--- config.mk ---
export PLATFORM = sky130hd
export DESIGN_NAME = dacrt_top
export DESIGN_NICKNAME = d
export VERILOG_FILES = /design/src/logic/dacrt_pkg.sv /design/src/logic/dacrt_top.sv
export SDC_FILE = /design/constraint.sdc
export NUM_CORES = 1
export LEC_CHECK = 0
export BUFFER_PORTS_ARGS = -buffer_cell sky130_fd_sc_hd__buf_2
export CAP_MARGIN = 25
export CORE_AREA = 2 2 155 142
export CTS_BUF_LIST = sky130_fd_sc_hd__clkbuf_8
export CTS_CLUSTER_DIAMETER = 40
export CTS_CLUSTER_SIZE = 16
export DETAILED_ROUTE_END_ITERATION = 12
export DIE_AREA = 0 0 157 144
export GPL_TIMING_DRIVEN = 0
export PLACE_DENSITY_LB_ADDON = 0.25
export SLEW_MARGIN = 25
export SYNTH_ARGS = -nofsm -noshare
export SYNTH_HDL_FRONTEND = slang
export SYNTH_SLANG_ARGS = --single-unit
export TNS_END_PERCENT = 10
--- constraint.sdc ---
create_clock -name clk -period 3.8 [get_ports clk]
set_clock_uncertainty 0.15 [all_clocks]
set_input_delay 0.76 -clock clk [delete_from_list [all_inputs] [get_ports clk]]
set_output_delay 0.76 -clock clk [all_outputs]
set_load 0.005 [all_outputs]
--- src/logic/dacrt_pkg.sv ---
package dacrt_pkg;
  localparam int unsigned CLK_HZ = 40000000;
  localparam int unsigned MUTE_CHANGE_NS = 77000;
  localparam int unsigned MUTE_CYC = MUTE_CHANGE_NS / (1000000000 / CLK_HZ);
  localparam int unsigned MCLK_STOP_NS = 1000;
  localparam int unsigned MCLK_STOP_CYC = MCLK_STOP_NS / (1000000000 / CLK_HZ);
  localparam int unsigned BCK_STOP_CYC = MCLK_STOP_CYC;
  localparam int unsigned LATENCY_BCK = 7;
  localparam int unsigned DATA_W = 7;
  localparam logic [7:0] ADDR_CTRL = 8'h00;
  localparam logic [7:0] ADDR_STAT = 8'h04;
  localparam int unsigned B_STEREO = 0;
  localparam int unsigned B_LSEL = 1;
  localparam int unsigned B_RSEL = 2;
  localparam int unsigned B_LEFT_PHASE_INVERT = 3;
  localparam int unsigned B_RIGHT_PHASE_INVERT = 4;
  localparam int unsigned B_SOUND = 5;
  localparam int unsigned B_OVR = 6;
  localparam int unsigned B_MUTER = 7;
  localparam logic [7:0] CTRL_RST = 8'h00;
  typedef enum {DACRT_PD, DACRT_STBY, DACRT_MUTE, DACRT_RUN} dacrt_state_t;
  typedef struct packed {
    logic [DATA_W-1:0] data;
    logic oe;
  } dacrt_out_t;
endpackage : dacrt_pkg

--- src/logic/dacrt_top.sv ---
// Local design decisions: the register addresses and the plain strobed port.
`timescale 1ns/1ps
`default_nettype none
module dacrt_top
  import dacrt_pkg::*;
(
  // clock and reset
  input wire logic clk,
  input wire logic rst_n,
  // device pins
  input wire logic power_down_n,
  input wire logic control_mode_select,
  input wire logic format_route_pin_hi,
  input wire logic format_route_pin_lo,
  input wire logic sound_pin,
  input wire logic mute_release,
  input wire logic master_clock,
  input wire logic sample_bit_clock,
  input wire logic [DATA_W-1:0] modulator_data_bus,
  // register port
  input wire logic [7:0] reg_addr,
  input wire logic [7:0] reg_wdata,
  input wire logic reg_wr,
  input wire logic reg_rd,
  output logic [7:0] reg_rdata,
  // outputs
  output dacrt_out_t left_current_output,
  output dacrt_out_t right_current_output,
  output logic sound_quality_mode,
  output logic internal_mute
);
  // pin synchronisers
  localparam int unsigned NSYNC = 7;
  logic [NSYNC-1:0] s1, s2;
  logic [DATA_W-1:0] d1, d2;
  always_ff @(posedge clk or negedge rst_n)
  begin
    if (!rst_n)
    begin
      s1 <= '0;
      s2 <= '0;
      d1 <= '0;
      d2 <= '0;
    end
    else
    begin
      s1 <= {power_down_n, control_mode_select, format_route_pin_hi, format_route_pin_lo,
             sound_pin, mute_release, master_clock};
      s2 <= s1;
      d1 <= modulator_data_bus;
      d2 <= d1;
    end
  end
  logic pdn_s, pin_mode, frh, frl, snd_pin, mute_pin, mclk_s;
  assign {pdn_s, pin_mode, frh, frl, snd_pin, mute_pin, mclk_s} = s2;

  logic b1, b2, b3;
  always_ff @(posedge clk or negedge rst_n)
  begin
    if (!rst_n)
    begin
      b1 <= 1'b0;
      b2 <= 1'b0;
      b3 <= 1'b0;
    end
    else
    begin
      b1 <= sample_bit_clock;
      b2 <= b1;
      b3 <= b2;
    end
  end
  logic bck_rise;
  assign bck_rise = b2 && !b3;

  // control register
  logic [7:0] ctrl;
  logic pdn_q, released, ovr_q, ovr_latched;
  always_ff @(posedge clk or negedge rst_n)
  begin
    if (!rst_n)
      ctrl <= CTRL_RST;
    else if (reg_wr && reg_addr == ADDR_CTRL)
      ctrl <= reg_wdata;
  end

  // power down release on rising edge only
  always_ff @(posedge clk or negedge rst_n)
  begin
    if (!rst_n)
    begin
      pdn_q <= 1'b0;
      released <= 1'b0;
    end
    else
    begin
      pdn_q <= pdn_s;
      if (!pdn_s)
        released <= 1'b0;
      else if (!pdn_q)
        released <= 1'b1;
    end
  end

  // override only counts when it rises after release
  always_ff @(posedge clk or negedge rst_n)
  begin
    if (!rst_n)
    begin
      ovr_q <= 1'b0;
      ovr_latched <= 1'b0;
    end
    else
    begin
      ovr_q <= ctrl[B_OVR];
      if (!released || !ctrl[B_OVR] || pin_mode)
        ovr_latched <= 1'b0;
      else if (!ovr_q)
        ovr_latched <= 1'b1;
    end
  end

  // clock presence detectors
  logic m1;
  logic [$clog2(MCLK_STOP_CYC+1)-1:0] mcnt;
  logic [$clog2(BCK_STOP_CYC+1)-1:0] bcnt;
  logic mclk_ok, bck_ok;
  always_ff @(posedge clk or negedge rst_n)
  begin
    if (!rst_n)
    begin
      m1 <= 1'b0;
      // clocks count as absent until their first edge is seen
      mcnt <= MCLK_STOP_CYC[$bits(mcnt)-1:0];
      bcnt <= BCK_STOP_CYC[$bits(bcnt)-1:0];
    end
    else
    begin
      m1 <= mclk_s;
      if (m1 != mclk_s)
        mcnt <= '0;
      else if (!mclk_ok)
        mcnt <= mcnt;
      else
        mcnt <= mcnt + 1'b1;
      if (bck_rise)
        bcnt <= '0;
      else if (bck_ok)
        bcnt <= bcnt + 1'b1;
    end
  end
  assign mclk_ok = mcnt < MCLK_STOP_CYC[$bits(mcnt)-1:0];
  assign bck_ok = bcnt < BCK_STOP_CYC[$bits(bcnt)-1:0];

  // internal mute with bounded delay
  logic mute_req, mute_q;
  logic [$clog2(MUTE_CYC+1)-1:0] mute_cnt;
  assign mute_req = pin_mode ? !mute_pin : !(mute_pin && ctrl[B_MUTER]);
  always_ff @(posedge clk or negedge rst_n)
  begin
    if (!rst_n)
    begin
      mute_q <= 1'b1;
      mute_cnt <= '0;
    end
    else if (!released)
    begin
      mute_q <= 1'b1;
      mute_cnt <= '0;
    end
    else if (mute_req == mute_q)
      mute_cnt <= '0;
    else if (mute_req || mute_cnt == MUTE_CYC[$bits(mute_cnt)-1:0] - 1'b1)
    begin
      mute_q <= mute_req;
      mute_cnt <= '0;
    end
    else
      mute_cnt <= mute_cnt + 1'b1;
  end

  // state
  dacrt_state_t state, next_state;
  always_comb
  begin
    next_state = DACRT_RUN;
    if (!released)
      next_state = DACRT_PD;
    else if (!mclk_ok && !ovr_latched)
      next_state = DACRT_STBY;
    else if (mute_q || !bck_ok || !mclk_ok)
      next_state = DACRT_MUTE;
  end
  always_ff @(posedge clk or negedge rst_n)
  begin
    if (!rst_n)
      state <= DACRT_PD;
    else
      state <= next_state;
  end

  // routing and inversion
  logic stereo, lsel, rsel, left_phase_invert, right_phase_invert;
  always_comb
  begin
    if (pin_mode)
    begin
      stereo = !(frh && frl);
      lsel = frh && !frl;
      rsel = frh || !frl;
      left_phase_invert = 1'b0;
      right_phase_invert = 1'b0;
    end
    else
    begin
      stereo = ctrl[B_STEREO];
      lsel = ctrl[B_LSEL] && stereo;
      if (!stereo)
        rsel = 1'b0;
      else
        rsel = !ctrl[B_RSEL];
      left_phase_invert = ctrl[B_LEFT_PHASE_INVERT];
      right_phase_invert = ctrl[B_RIGHT_PHASE_INVERT];
    end
  end

  // sample capture: stereo alternates left then right
  logic [DATA_W-1:0] lsam, rsam;
  logic phase;
  always_ff @(posedge clk or negedge rst_n)
  begin
    if (!rst_n)
    begin
      lsam <= '0;
      rsam <= '0;
      phase <= 1'b0;
    end
    else if (state != DACRT_RUN)
    begin
      phase <= 1'b0;
      lsam <= '0;
      rsam <= '0;
    end
    else if (bck_rise)
    begin
      phase <= stereo ? !phase : 1'b0;
      if (!stereo || !phase)
        lsam <= d2;
      if (!stereo || phase)
        rsam <= d2;
    end
  end

  // selection then inversion, delayed by bit clocks
  function automatic logic [DATA_W-1:0] inv(input logic en, input logic [DATA_W-1:0] v);
    inv = en ? DATA_W'(-v) : v;
  endfunction : inv
  logic [DATA_W-1:0] lpipe [LATENCY_BCK];
  logic [DATA_W-1:0] rpipe [LATENCY_BCK];
  logic [DATA_W-1:0] lnew, rnew;
  assign lnew = inv(left_phase_invert, lsel ? rsam : lsam);
  assign rnew = inv(right_phase_invert, rsel ? rsam : lsam);
  always_ff @(posedge clk or negedge rst_n)
  begin
    if (!rst_n)
    begin
      for (int i = 0; i < LATENCY_BCK; i++)
      begin
        lpipe[i] <= '0;
        rpipe[i] <= '0;
      end
    end
    else if (state != DACRT_RUN)
    begin
      for (int i = 0; i < LATENCY_BCK; i++)
      begin
        lpipe[i] <= '0;
        rpipe[i] <= '0;
      end
    end
    else if (bck_rise)
    begin
      lpipe[0] <= lnew;
      rpipe[0] <= rnew;
      for (int i = 1; i < LATENCY_BCK; i++)
      begin
        lpipe[i] <= lpipe[i-1];
        rpipe[i] <= rpipe[i-1];
      end
    end
  end

  // registered outputs
  always_ff @(posedge clk or negedge rst_n)
  begin
    if (!rst_n)
    begin
      left_current_output <= '0;
      right_current_output <= '0;
      sound_quality_mode <= 1'b0;
      internal_mute <= 1'b1;
      reg_rdata <= '0;
    end
    else
    begin
      left_current_output.oe <= next_state == DACRT_MUTE || next_state == DACRT_RUN;
      right_current_output.oe <= next_state == DACRT_MUTE || next_state == DACRT_RUN;
      left_current_output.data <= state == DACRT_RUN ? lpipe[LATENCY_BCK-1] : '0;
      right_current_output.data <= state == DACRT_RUN ? rpipe[LATENCY_BCK-1] : '0;
      sound_quality_mode <= pin_mode ? snd_pin : ctrl[B_SOUND];
      internal_mute <= mute_q;
      if (reg_rd && reg_addr == ADDR_CTRL)
        reg_rdata <= ctrl;
      else if (reg_rd && reg_addr == ADDR_STAT)
        reg_rdata <= {4'h0, mute_q, bck_ok, mclk_ok, released};
      else
        reg_rdata <= '0;
    end
  end

  // checker helper: cycles a pending mute change has waited, saturating
  logic [$clog2(MUTE_CYC+2)-1:0] pend_cnt;
  always_ff @(posedge clk or negedge rst_n)
  begin
    if (!rst_n)
      pend_cnt <= '0;
    else if (!released || mute_req == mute_q)
      pend_cnt <= '0;
    else if (pend_cnt <= MUTE_CYC[$bits(pend_cnt)-1:0])
      pend_cnt <= pend_cnt + 1'b1;
  end
endmodule : dacrt_top
`default_nettype wire

==> impl_metrics.json <==
{
  "cp_max_fo": 10,
  "final.min_clock_period_ns": 2.435,
  "initial_utilization_pct": 39.16,
  "cts_tree": "yes",
  "clock_path_buffers": 3,
  "viasPerCell": 4.717,
  "ctsHoldBuffers": 1,
  "post-route-cell-area_mm2": 0.009718,
  "clk_pin_slew_ns": 0.08,
  "grtUsageTotal_pct": 14.56,
  "grt_overflow_total": 0,
  "dp.cells": 1150,
  "holdCritPathClass": "in2reg",
  "path_buf_inv": 0,
  "drive_gt1_share_pct": 16.38,
  "worstMarginPinSlew_ns": 0.6887,
  "crit_family": "multiplexers",
  "fin_ws_ns": 1.365,
  "dieWidth_um": 157,
  "dpl.hpwl_um": 10490,
  "num_io_pins": 61,
  "antenna_found_initial": 0,
  "cp_data_arrival_time_ns": 2.76,
  "synth_edf_count": 0,
  "holdWs_ns": 0.1608,
  "grt_max_degree": 93,
  "post_cts_buffers": 0,
  "num_rows": 51,
  "rr_worst_depth": 8,
  "slowest_delay_ns": 0.43,
  "critPathLaunchType": "flip-flop",
  "dr_wl_met3_um": 802,
  "die_h_um": 144,
  "antenna_left": 0,
  "fillers": 2012,
  "r2r-start": "ctrl[0]",
  "place_area_mm2": 0.009000,
  "io_buffers": 60,
  "clk_latency_ns": 0.57,
  "drv_slew": 0,
  "irDropWorstVdd_v": 0.0004323,
  "num_vias": 5694,
  "fmax_mhz": 410.6,
  "cp.required_ns": 4.12,
  "rsz0062_at_grt": "no",
  "synth_area_mm2": 0.008270,
  "reg2reg_to": "rpipe[48]",
  "syn_to_final_growth_pct": 17.50,
  "synth-async-reset-ratio_pct": 100.0,
  "end_kind": "flip-flop",
  "core_area_mm2": 0.02112,
  "slew_headroom_pct": 53.78,
  "drtIter0Drc": 319,
  "synth_cell_type_count": 50,
  "synthFlopType": "dfrtp_1",
  "drc": 0,
  "setup_viol": 0,
  "crit_type": "reg2reg",
  "syn_area_per_cell_um2": 10.38,
  "cts_max_level": 1,
  "rrSetupSlack_ns": 1.36,
  "cap_viol_max_count": 0,
  "routed.top_layer": "met4",
  "endpoint": "rpipe[48]",
  "root_buffer": "clkbuf_8",
  "cp_cell_sequence": "and2b_2 > o21ai_4 > mux2i_1 > ha_1 > nand2_1 > mux2i_1 > nand3_1 > o211ai_1",
  "period_share_pct": 64.09,
  "cts-resized-gates": 0,
  "synth_nets": 837,
  "p_leak_uw": 0.004308,
  "layout.area.seq_mm2": 0.005213,
  "grt_first_pass_wirelength_um": 26940,
  "finalNetCount": 932,
  "slowest_stage": "dfrtp_1",
  "cts_buffers": 30,
  "fin_util_pct": 46.01,
  "grt_pass1_vias": 5425,
  "clock-sinks": 208,
  "power_density_mw_per_mm2": 461.1,
  "n_antenna_cell": 0,
  "status": "complete, no violations",
  "dp_slack_ns": 1.362,
  "instances_no_fill": 1207,
  "place_congestion": 0.8530,
  "postSynthCellCount": 797,
  "wl_um": 15700,
  "detailedRoute.firstPassIterationCount": 4,
  "startpoint": "ctrl[0]",
  "ys_ff_latch": 208,
  "hold_viol": 0,
  "wl_per_cell_um": 13.00,
  "yosys_warnings": 0,
  "die-area_mm2": 0.02261,
  "synth-seq-area-share_pct": 63.03,
  "met1_length_um": 7844,
  "worst-path-stages": 8,
  "cp_common_cell": "mux2i_1",
  "multiInputGateArea_mm2": 0.002816,
  "met2_wirelength_um": 6597
}
## metrics by stage
stage                     TNS [ns]  total power (uW)
after floorplan                  0              2416
after global placement     -351.89              2511
after detailed placement         0              2522
after CTS                        0              4551
after global routing             0              4668
final                            0              4481
## layout by cell type, fill, tap and decap left out, types with 7 or more instances in the layout
cell	synthesis	final
a21oi_1	94	94
and2_1	7	7
and3_1	19	19
buf_2	7	66
clkbuf_1	31	31
clkbuf_8	0	35
dfrtp_1	202	202
inv_1	13	15
mux2_2	12	12
nand2_1	204	204
nand3_1	14	14
nor2_1	43	43
nor3_1	10	10
o21ai_0	26	26
xnor2_1	14	14
xor2_1	15	15
## layer usage
metal	up-vias	GRT usage (%)
met5	-	0
met4	0	4.780
met3	39	3.027
met2	120	22.14
met1	2671	20.91
li1	2864	-
## report_power, final
group	switching, uW	internal (uW)	leakage (uW)
Clock	916	1090	0.000359
Combinational	117	62.4	0.00115
Sequential	34.0	2260	0.00280
## area by class of cell
class                   count  area share, %
flip-flops and latches    208          53.64
multi-input cells         530          28.98
clock buffers              35          4.957
repair buffers             63          3.862
well taps                 291          3.747
clock inverters            21          2.330
plain buffers              46          1.983
inverters                  13         0.5021
## kinds of logic (layout without fill, tap and decap cells)
logic type               Yosys count  after routing  share of synthesized area [%]
buffers and inverters             59            178                          2.920
AO/OA/AOI/OAI                    151            151                          10.29
AND/OR/NAND/NOR                  327            327                          17.58
XOR/XNOR                          29             29                          3.071
flip-flops                       208            208                          63.03
adder cells (fa/ha/maj)            5              5                         0.7564
multiplexers                      18             18                          2.360
## synth_stat cells (7+ instances only)
cell,number,share of area (%)
xnor2_1,14,1.5
inv_1,13,0.59
nand3_1,14,0.85
nor3_1,10,0.61
a21oi_1,94,5.7
and2_1,7,0.53
buf_2,7,0.42
nor2_1,43,2.0
nand2_1,204,9.3
clkbuf_1,31,1.4
dfrtp_1,202,61
and3_1,19,1.4
mux2_2,12,1.6
o21ai_0,26,1.6
xor2_1,15,1.6
## sequential cells by signal (all words and copies together), names as in the netlist, 7 cells and up
| signal | count |
|---|---|
| lpipe | 49 |
| rpipe | 49 |
| mute_cnt | 12 |
| ctrl | 8 |
| reg_rdata | 8 |
| d1 | 7 |
| d2 | 7 |
| left_current_output | 7 |
| lsam | 7 |
| right_current_output | 7 |
| rsam | 7 |
| s1 | 7 |
| s2 | 7 |
## worst min-delay path by stage
stage,from,to,slack [ns],depth (start not counted)
after detailed placement,d1[4],d2[4],0.18,0
final,control_mode_select,s1[5],0.16,1
after floorplan,b1,b2,0.18,0
after global routing,sound_pin,s1[2],0.13,1
after CTS,control_mode_select,s1[5],0.12,1
after global placement,d1[5],d2[5],0.18,0
Power figures use the tool's default switching activity.
